<file path="config.mk">
export PLATFORM = sky130hd
export DESIGN_NAME = lbe_evaluator
export DESIGN_NICKNAME = d
export VERILOG_FILES = /design/src/rtl/lbe_pkg.sv /design/src/rtl/lbe_bit_image.sv /design/src/rtl/lbe_evaluator.sv
export VERILOG_INCLUDE_DIRS = /design/src /design/src/rtl
export SDC_FILE = /design/constraint.sdc
export NUM_CORES = 2
export LEC_CHECK = 0
export BUFFER_PORTS_ARGS = -buffer_cell sky130_fd_sc_hd__clkbuf_2
export CAP_MARGIN = 10
export CORE_UTILIZATION = 51
export CTS_BUF_LIST = sky130_fd_sc_hd__clkbuf_8
export CTS_CLUSTER_DIAMETER = 150
export DETAILED_ROUTE_END_ITERATION = 16
export PLACE_DENSITY = 0.71
export SLEW_MARGIN = 10
export SYNTH_ARGS = -nofsm -noshare
export SYNTH_HDL_FRONTEND = slang
export SYNTH_SLANG_ARGS = --single-unit
</file>
<file path="constraint.sdc">
create_clock -name clock -period 4.6 [get_ports clock]
set_input_delay 0.92 -clock clock [delete_from_list [all_inputs] [get_ports clock]]
set_output_delay 0.92 -clock clock [all_outputs]
set_load 0.02 [all_outputs]
</file>
<file path="src/rtl/lbe_params.svh">
`ifndef LBE_PARAMS_SVH
`define LBE_PARAMS_SVH

// reference space, numbered in octal, held here as hex
`define LBE_REF_W 9
`define LBE_NUM_REFS 512
// push-down stack and region nesting depth
`define LBE_STACK_DEPTH 8
`define LBE_DEPTH_W 4
`define LBE_NEST_DEPTH 8
// retentive coils 340-373 octal
`define LBE_RET_COIL_LO 9'h0e0
`define LBE_RET_COIL_HI 9'h0fb
// shift-register references 400-577 octal, usable as latches
`define LBE_RET_SHIFT_LO 9'h100
`define LBE_RET_SHIFT_HI 9'h17f
// stack reset value
`define LBE_STACK_RESET 8'h00
`define LBE_DEPTH_RESET 4'h0

`endif

</file>
<file path="src/rtl/lbe_pkg.sv">
package lbe_pkg;

    typedef enum logic [3:0] {
        LBE_OP_NOP = 4'b0000,
        LBE_OP_STACK_LOAD_CONTACT = 4'b0001,
        LBE_OP_SERIES = 4'b0010,
        LBE_OP_PARALLEL = 4'b0011,
        LBE_OP_BLOCK_SERIES_COMBINE = 4'b0100,
        LBE_OP_BLOCK_PARALLEL_COMBINE = 4'b0101,
        LBE_OP_COIL = 4'b0110,
        LBE_OP_LATCH_SET = 4'b0111,
        LBE_OP_LATCH_RESET = 4'b1000,
        LBE_OP_REGION_CONTROL_BEGIN = 4'b1001,
        LBE_OP_REGION_CONTROL_END = 4'b1010,
        LBE_OP_TIMER_COIL = 4'b1011,
        LBE_OP_COUNTER_COIL = 4'b1100
    } lbe_op_t;

    typedef struct packed {
        lbe_op_t op;
        logic invert;
        logic [8:0] ref_addr;
    } lbe_instr_t;

    typedef struct packed {
        logic valid;
        logic [8:0] ref_addr;
        logic value;
    } lbe_bit_wr_t;

    typedef struct packed {
        logic valid;
        logic [8:0] ref_addr;
        logic power;
        logic clear;
        logic hold;
    } lbe_tc_t;

endpackage

</file>
<file path="src/rtl/lbe_bit_image.sv">
`timescale 1ns/1ps
`default_nettype none
`include "lbe_params.svh"

// input/output/internal bit image; retentive ranges never cleared by reset
module lbe_bit_image
    import lbe_pkg::*;
(
    input wire logic clock,
    input wire logic resetn,
    input wire logic clear_on_powerup,
    input wire lbe_bit_wr_t eng_wr,
    input wire lbe_bit_wr_t ext_wr,
    input wire logic [8:0] rd_ref,
    output logic rd_value,
    input wire logic [8:0] obs_ref,
    output logic obs_value
);
    logic [`LBE_NUM_REFS-1:0] image;
    logic [`LBE_NUM_REFS-1:0] next_image;

    // per-bit storage; engine write wins over external write
    genvar gi;
    generate
        for (gi = 0; gi < `LBE_NUM_REFS; gi++) begin : g_bit
            localparam logic [8:0] REF = 9'(gi);
            localparam logic RET = ((REF >= `LBE_RET_COIL_LO) && (REF <= `LBE_RET_COIL_HI)) ||
                ((REF >= `LBE_RET_SHIFT_LO) && (REF <= `LBE_RET_SHIFT_HI));
            always_comb begin
                next_image[gi] = image[gi];
                if (!resetn) begin
                    if (!RET && clear_on_powerup) begin
                        next_image[gi] = 1'b0; // RQ9
                    end
                end else if (eng_wr.valid && eng_wr.ref_addr == REF) begin
                    next_image[gi] = eng_wr.value;
                end else if (ext_wr.valid && ext_wr.ref_addr == REF) begin
                    next_image[gi] = ext_wr.value;
                end
            end
            // retentive bits keep their state through reset
            always_ff @(posedge clock) begin
                image[gi] <= next_image[gi]; // RQ8 RQ10
            end
        end
    endgenerate

    // contact read for the engine, combinational
    assign rd_value = image[rd_ref];

    // registered observation port
    always_ff @(posedge clock) begin
        obs_value <= image[obs_ref];
    end
endmodule // lbe_bit_image

`default_nettype wire

</file>
<file path="src/rtl/lbe_evaluator.sv">
// Overview of operation
// [RQ1] stack holds eight single-bit ON/OFF locations
// [RQ2] stack load shifts locations down, then puts reference status in location 1
// [RQ3] series/parallel contact ANDs/ORs reference with location 1 only
// [RQ4] block combine ANDs/ORs location 1 with location 2 into location 1
// [RQ5] after block combine, locations 3 to 8 move up one
// [RQ6] coil output drives reference to location 1 status
// [RQ7] inverted contact uses the complement of the reference status
// [RQ8] coils 340-373 keep their state across power loss
// [RQ9] non-retentive coils come up OFF when the clear switch is on
// [RQ10] unused shift references 400-577 also act as retentive latches
// [RQ11] latch set turns coil ON when location 1 ON; it stays ON
// [RQ12] latch reset turns coil OFF when rung condition ON
// [RQ13] later set or reset in program order decides the coil
// [RQ14] region begin takes no reference; rung result enables following logic
// [RQ15] enabled region coils follow their own rung logic
// [RQ16] disabled region forces every coil OFF; latch set/reset write nothing there, so latched coils hold
// [RQ17] disabled region clears timers and freezes counters
// [RQ18] region end restores the enable of the next outer level
// [RQ19] nested region enabled only if every enclosing start is true
// [RQ20] program supplies equal counts of region begin and end
// [RQ21] full-stack load drops bottom; short block combine reads location 2 OFF
// [RQ22] one instruction per cycle; stack and nesting cleared each scan start
`timescale 1ns/1ps
`default_nettype none
`include "lbe_params.svh"

module lbe_evaluator
    import lbe_pkg::*;
(
    input wire logic clock,
    input wire logic resetn,
    input wire logic clear_on_powerup,
    input wire logic scan_start,
    input wire logic instr_valid,
    input wire lbe_instr_t instr,
    input wire lbe_bit_wr_t ext_wr,
    input wire logic [8:0] obs_ref,
    output logic obs_value,
    output lbe_bit_wr_t coil_wr,
    output lbe_tc_t tc_out,
    output logic top_status,
    output logic [3:0] stack_depth,
    output logic [3:0] region_depth,
    output logic region_enable
);
    // stack state
    logic [`LBE_STACK_DEPTH-1:0] stack;
    logic [`LBE_STACK_DEPTH-1:0] next_stack;
    logic [`LBE_DEPTH_W-1:0] depth;
    logic [`LBE_DEPTH_W-1:0] next_depth;

    // region state: saved enables of outer levels
    logic [`LBE_NEST_DEPTH-1:0] saved_en;
    logic [`LBE_NEST_DEPTH-1:0] next_saved_en;
    logic [`LBE_DEPTH_W-1:0] nest;
    logic [`LBE_DEPTH_W-1:0] next_nest;
    logic enable;
    logic next_enable;

    // registered outputs
    lbe_bit_wr_t next_coil_wr;
    lbe_tc_t next_tc_out;
    logic next_top_status;

    // image interface
    lbe_bit_wr_t eng_wr;
    logic ref_status;
    logic contact;
    logic loc2;
    logic rung;
    logic exec;
    logic do_begin;
    logic do_end;
    logic do_timer;
    logic do_counter;

    // per-location shift sources of the stack
    logic [`LBE_STACK_DEPTH-1:0] pushed;
    logic [`LBE_STACK_DEPTH-1:0] pulled;

    // bit image with retentive ranges
    lbe_bit_image u_image (
        .clock(clock),
        .resetn(resetn),
        .clear_on_powerup(clear_on_powerup),
        .eng_wr(eng_wr),
        .ext_wr(ext_wr),
        .rd_ref(instr.ref_addr),
        .rd_value(ref_status),
        .obs_ref(obs_ref),
        .obs_value(obs_value)
    );

    // operand decode
    always_comb begin
        exec = instr_valid && !scan_start;
        contact = instr.invert ? !ref_status : ref_status; // RQ7
        loc2 = (depth >= `LBE_DEPTH_W'(2)) ? stack[1] : 1'b0; // RQ21
        rung = stack[0] & enable; // RQ15 RQ16
    end

    // opcode flags of the accepted instruction for region and timer logic
    always_comb begin
        do_begin = 1'b0;
        do_end = 1'b0;
        do_timer = 1'b0;
        do_counter = 1'b0;
        if (exec) begin
            unique case (instr.op)
                LBE_OP_REGION_CONTROL_BEGIN: begin
                    do_begin = 1'b1;
                end
                LBE_OP_REGION_CONTROL_END: begin
                    do_end = 1'b1;
                end
                LBE_OP_TIMER_COIL: begin
                    do_timer = 1'b1;
                end
                LBE_OP_COUNTER_COIL: begin
                    do_counter = 1'b1;
                end
                LBE_OP_NOP,
                LBE_OP_STACK_LOAD_CONTACT,
                LBE_OP_SERIES,
                LBE_OP_PARALLEL,
                LBE_OP_BLOCK_SERIES_COMBINE,
                LBE_OP_BLOCK_PARALLEL_COMBINE,
                LBE_OP_COIL,
                LBE_OP_LATCH_SET,
                LBE_OP_LATCH_RESET: begin
                    do_begin = 1'b0;
                end
                default: begin
                    do_begin = 1'b0;
                end
            endcase
        end
    end

    // a push takes the upper neighbour, a block combine pulls up the lower one
    genvar gl;
    generate
        for (gl = 0; gl < `LBE_STACK_DEPTH; gl++) begin : g_loc
            if (gl == 0) begin : g_top
                // location 1 takes the new contact; a combine keeps it in place and folds location 2 into it
                assign pushed[gl] = contact; // RQ2
                assign pulled[gl] = stack[gl];
            end else if (gl == `LBE_STACK_DEPTH - 1) begin : g_bottom
                // old bottom content falls off; nothing moves up into it
                assign pushed[gl] = stack[gl - 1]; // RQ21
                assign pulled[gl] = 1'b0;
            end else begin : g_mid
                assign pushed[gl] = stack[gl - 1]; // RQ2
                assign pulled[gl] = stack[gl + 1]; // RQ5
            end
        end
    endgenerate

    // stack next state
    always_comb begin
        next_stack = stack;
        next_depth = depth;
        if (scan_start) begin
            next_stack = `LBE_STACK_RESET; // RQ22
            next_depth = `LBE_DEPTH_RESET;
        end else if (exec) begin
            unique case (instr.op)
                LBE_OP_STACK_LOAD_CONTACT: begin
                    // bottom location falls off when full
                    next_stack = pushed; // RQ2 RQ21
                    if (depth < `LBE_DEPTH_W'(`LBE_STACK_DEPTH)) begin
                        next_depth = depth + `LBE_DEPTH_W'(1);
                    end
                end
                LBE_OP_SERIES: begin
                    next_stack[0] = stack[0] & contact; // RQ3
                end
                LBE_OP_PARALLEL: begin
                    next_stack[0] = stack[0] | contact; // RQ3
                end
                LBE_OP_BLOCK_SERIES_COMBINE: begin
                    next_stack = pulled; // RQ5
                    next_stack[0] = pulled[0] & loc2; // RQ4
                    if (depth > `LBE_DEPTH_W'(1)) begin
                        next_depth = depth - `LBE_DEPTH_W'(1);
                    end
                end
                LBE_OP_BLOCK_PARALLEL_COMBINE: begin
                    next_stack = pulled; // RQ5
                    next_stack[0] = pulled[0] | loc2; // RQ4
                    if (depth > `LBE_DEPTH_W'(1)) begin
                        next_depth = depth - `LBE_DEPTH_W'(1);
                    end
                end
                LBE_OP_NOP,
                LBE_OP_COIL,
                LBE_OP_LATCH_SET,
                LBE_OP_LATCH_RESET,
                LBE_OP_REGION_CONTROL_BEGIN,
                LBE_OP_REGION_CONTROL_END,
                LBE_OP_TIMER_COIL,
                LBE_OP_COUNTER_COIL: begin
                    next_stack = stack;
                end
                default: begin
                    next_stack = stack;
                end
            endcase
        end
    end

    // stack registers
    always_ff @(posedge clock) begin
        if (!resetn) begin
            stack <= `LBE_STACK_RESET; // RQ1
            depth <= `LBE_DEPTH_RESET;
        end else begin
            stack <= next_stack;
            depth <= next_depth;
        end
    end

    // region nesting next state
    always_comb begin
        next_saved_en = saved_en;
        next_nest = nest;
        next_enable = enable;
        if (scan_start) begin
            next_saved_en = '0; // RQ22
            next_nest = `LBE_DEPTH_RESET;
            next_enable = 1'b1;
        end else if (do_begin) begin
            // reference is ignored; rung result ANDs with outer enable
            next_saved_en = {saved_en[`LBE_NEST_DEPTH-2:0], enable};
            next_enable = enable & stack[0]; // RQ14 RQ19
            if (nest < `LBE_DEPTH_W'(`LBE_NEST_DEPTH)) begin
                next_nest = nest + `LBE_DEPTH_W'(1);
            end
        end else if (do_end) begin
            // unmatched end leaves outermost enable on
            if (nest != `LBE_DEPTH_RESET) begin
                next_enable = saved_en[0]; // RQ18 RQ20
                next_saved_en = {1'b1, saved_en[`LBE_NEST_DEPTH-1:1]};
                next_nest = nest - `LBE_DEPTH_W'(1);
            end else begin
                next_enable = 1'b1;
            end
        end
    end

    // region registers
    always_ff @(posedge clock) begin
        if (!resetn) begin
            saved_en <= '0;
            nest <= `LBE_DEPTH_RESET;
            enable <= 1'b1;
        end else begin
            saved_en <= next_saved_en;
            nest <= next_nest;
            enable <= next_enable;
        end
    end

    // image write from coil and latch instructions
    always_comb begin
        eng_wr = '0;
        eng_wr.ref_addr = instr.ref_addr;
        if (exec) begin
            unique case (instr.op)
                LBE_OP_COIL: begin
                    eng_wr.valid = 1'b1;
                    eng_wr.value = rung; // RQ6 RQ16
                end
                LBE_OP_LATCH_SET: begin
                    // no write when condition off, so the latch holds
                    eng_wr.valid = rung; // RQ11 RQ13
                    eng_wr.value = 1'b1;
                end
                LBE_OP_LATCH_RESET: begin
                    eng_wr.valid = rung; // RQ12 RQ13
                    eng_wr.value = 1'b0;
                end
                LBE_OP_TIMER_COIL,
                LBE_OP_COUNTER_COIL: begin
                    eng_wr.valid = 1'b1;
                    eng_wr.value = rung; // RQ16
                end
                LBE_OP_NOP,
                LBE_OP_STACK_LOAD_CONTACT,
                LBE_OP_SERIES,
                LBE_OP_PARALLEL,
                LBE_OP_BLOCK_SERIES_COMBINE,
                LBE_OP_BLOCK_PARALLEL_COMBINE,
                LBE_OP_REGION_CONTROL_BEGIN,
                LBE_OP_REGION_CONTROL_END: begin
                    eng_wr.valid = 1'b0;
                end
                default: begin
                    eng_wr.valid = 1'b0;
                end
            endcase
        end
    end

    // output next values
    always_comb begin
        next_coil_wr = eng_wr;
        next_tc_out = '0;
        next_tc_out.ref_addr = instr.ref_addr;
        next_top_status = next_stack[0];
        if (do_timer) begin
            next_tc_out.valid = 1'b1;
            next_tc_out.power = rung;
            next_tc_out.clear = !enable; // RQ17
        end else if (do_counter) begin
            next_tc_out.valid = 1'b1;
            next_tc_out.power = rung;
            next_tc_out.hold = !enable; // RQ17
        end
    end

    // output registers
    always_ff @(posedge clock) begin
        if (!resetn) begin
            coil_wr <= '0;
            tc_out <= '0;
            top_status <= 1'b0;
            stack_depth <= `LBE_DEPTH_RESET;
            region_depth <= `LBE_DEPTH_RESET;
            region_enable <= 1'b1;
        end else begin
            coil_wr <= next_coil_wr;
            tc_out <= next_tc_out;
            top_status <= next_top_status;
            stack_depth <= next_depth;
            region_depth <= next_nest;
            region_enable <= next_enable;
        end
    end
endmodule // lbe_evaluator

`default_nettype wire

</file>
==> results.md <==
* First-pass DRT Iterations at 8
* Leak pwr at around 15 nW
* Global Route Usage Sum at 0.364
* Hold EP: u_image.obs_value$_DFF_P_
* Top cell type's share of synthesized area at 0.358
* Worst path required time at 5250 ps
* Fin cells at approximately 5,600
* Routed wire length at 159,000 µm
* DP Area at 0.0445 mm²
* Final nets at 4,519
* Internal power at ~0.009 W
* H-tree depth reported by CTS at 3
* Die Y at 292 µm
* Boundary Pins at 74
* Mapped Nets at 4,772
* Max Slew Vio Count at 0
* Post-synthesis cell area at approximately 0.043 mm²
* Starting DRT DRC Count at roughly 7,700
* Period minus WS final at roughly 4000 ps
* Reg2reg start: u_image.image[364]$_DFFE_PP_
* Quantity of gates resized following cts at 0
* Synthesized area per cell at around 9.1 µm²
* Worst-path clk slew at roughly 60 ps
* Crit Path Class: in2reg
* Seq/Total Area, Yosys at 0.377
* Post-synth top area cell: edfxtp_1
* Clock Path Buffers at 3
* Rows at between 100 and 150
* Vias at just over 40,000
* Final hold vios at 0
* Cell Pwr Density at between 200 and 300 mW/mm²
* Number of synthesized flops with an enable pin at about 510
* FMAX at around 250 MHz
* Post-Route Utilization at 0.557
* Async set-or-reset flop fraction in the synthesized netlist at 0
* Main synth FF type: edfxtp_1
* Switching share of total power at 0.298
* Remaining DRCs at 0
* GPL Wtd Cong at about 0.97
* Synth Instances at about 4,700
* Port Buf Inserts at 73
* Root Buffer: clkbuf_8
* Final Cell Area at about 0.047 mm²
* First-pass GRT wire length at between 200,000 and 250,000 µm
* Top cells by area, synth: edfxtp_1, mux4_2, nand2_1
* Vias per cell at 7.20
* CP Launch Type: primary input
* Core area at 0.0836 mm²
* Initial antenna violation count at 6
* Sw power at a little under 0.004 W
* Worst-Margin Slew at between 1000 and 1500 ps
* # setup viols final at 0
* Reg2Reg Setup Slack at ~1200 ps
* Yosys reg bits at around 550
* Most frequent cells in the layout: nand2_1, edfxtp_1, a31oi_1
* Critical Path Sink Type: register
* Vias in the first global route at 37,400
* Hold Path Class: in2reg
* Synth Warn # at 0
* Area Overhead vs Synth at 8.14%
* Post-route ant nets at 0
* Post CTS Setup Buffer Count at 0
* Max VDD drop at approximately 0.23 mV
* Most common cell after layout, fill and taps aside: nand2_1
* Avg WL per Cell at around 28 µm
* Insertion delay to the later sink of the worst-skew pair at 810 ps
* Part of the power in registers at 0.462
* HP Start: obs_ref[7]
* Largest net degree at the start of global routing at a little over 200
* CTS tree: yes
* Hold Path Cell Cnt at 2
* Max_slew headroom at 0.151
* Power share of the clock group at 0.370
* Initial Utilization at 0.515
* Die area at approximately 0.085 mm²
* Comb pwr share at 0.168
* Status: completed
* Clock Sinks at around 550
* Share of cells above drive strength 1 at 0.170
* RSZ-0062 raised after global routing: false
* CP arrival at between 4000 and 5000 ps
* Worst Reg-to-Reg Cells at 8
* Congestion Overflow GR at 0
* R2r endpoint: stack[0]$_SDFFE_PP0P_
* Crit-path max FO at 40
* Die Span X at between 200 and 300 µm
* Post-CTS Hold Buffers at 0
* Number of max-cap violations at 0
* Part of the cycle the worst path needs at 0.869
* Clock skew at between 50 and 60 ps
* Placed cells at ~5,400
* Synth unique cells at 56
* DP Wirelength at roughly 96,000 µm
* Setup TNS at 0 ps
* CTS Buf Count at 103
metrics by stage:
step / setup slack [ps] / hold slack [ps] / total power (W)
3_3_place_gp: 198 / 460 / 0.00814
3_5_place_dp: 304 / 469 / 0.00819
5_1_grt: 502 / 459 / 0.0133
6_report: 602 / 466 / 0.0130
4_1_cts: 1110 / 413 / 0.0129
2_1_floorplan: 978 / 446 / 0.00746
kinds of logic after synthesis:
group	Yosys count	share of synthesized area
AND/OR/NAND/NOR	1888	0.197
AO/OA/AOI/OAI	1233	0.186
buffers and inverters	647	0.0600
XOR/XNOR	7	0.00143
multiplexers	390	0.177
adder cells (fa/ha/maj)	8	0.00244
flip-flops	553	0.377
cell type report:
class | instances | area (µm²)
clock inverter | 74 | 365
sequential | 553 | 16200
antenna | 3 | 7.51
timing repair buffer | 284 | 2420
clock buffer | 118 | 1620
multi-input combinational | 3526 | 24500
inverter | 5 | 18.8
tap | 1080 | 1350
fill | 7107 | 37100
registers in the layout (all words and copies together), names as in the netlist, 2 cells and up:
signal,count
u_image.image,512
stack_depth,4
region_depth,4
coil_wr,2
stack,8
tc_out,13
saved_en,8
worst max path at each step:
stage,start,to,slack [ps],depth (start not counted)
floorplan,obs_ref[1],u_image.obs_value$_DFF_P_,980,9
global placement,instr[0],stack[0]$_SDFFE_PP0P_,200,10
detailed placement,instr[0],stack[0]$_SDFFE_PP0P_,300,10
CTS,instr[0],stack[0]$_SDFFE_PP0P_,1110,10
global route,instr[0],stack[0]$_SDFFE_PP0P_,500,10
finish,instr[0],stack[0]$_SDFFE_PP0P_,600,10
worst max-delay path, stage by stage:
cell and delay, ps:
clkbuf_8 410, buf_4 330, mux4_2 520, a22oi_1 200, a21oi_1 90, nor4_1 540, o22ai_1 230, a211oi_1 890
o21ai_0 190, nor3b_1 180
cell usage after synthesis, drive strengths merged (2+ instances only):
| library cell | n |
|---|---|
| nand3b | 2 |
| and3 | 2 |
| nor3 | 92 |
| a21oi | 92 |
| mux2i | 94 |
| a211oi | 3 |
| inv | 5 |
| o22a | 3 |
| nor2 | 105 |
| nor3b | 4 |
| clkbuf | 520 |
| xor2 | 4 |
| a31oi | 362 |
| o211ai | 7 |
| o31ai | 140 |
| dfxtp | 41 |
| or2 | 3 |
| nor2b | 148 |
| a22oi | 43 |
| a311oi | 16 |
| o2111ai | 3 |
| a21boi | 239 |
| o22ai | 142 |
| ha | 6 |
| mux4 | 295 |
| nand2 | 1081 |
| nand3 | 248 |
| or4 | 2 |
| nor4 | 8 |
| edfxtp | 512 |
| a21o | 3 |
| buf | 122 |
| and2 | 157 |
| o21a | 2 |
| nand4 | 6 |
| o21ai | 174 |
| and3b | 2 |
| xnor2 | 3 |
| nand2b | 24 |
layer usage:
metal  track usage  part of all wire
met5             0           0.00024
met4         0.217             0.067
met3         0.113              0.16
met2         0.529              0.42
met1         0.479              0.35
power by group through the flow:
stage	registers (W)	logic, W	clock network, W
after floorplan	0.00601	0.00145	0
after global placement	0.00609	0.00205	0
after detailed placement	0.00610	0.00209	0
after CTS	0.00599	0.00210	0.00480
after global routing	0.00602	0.00226	0.00501
final	0.00601	0.00218	0.00481
Note: power is estimated with default switching activity, not from simulation.
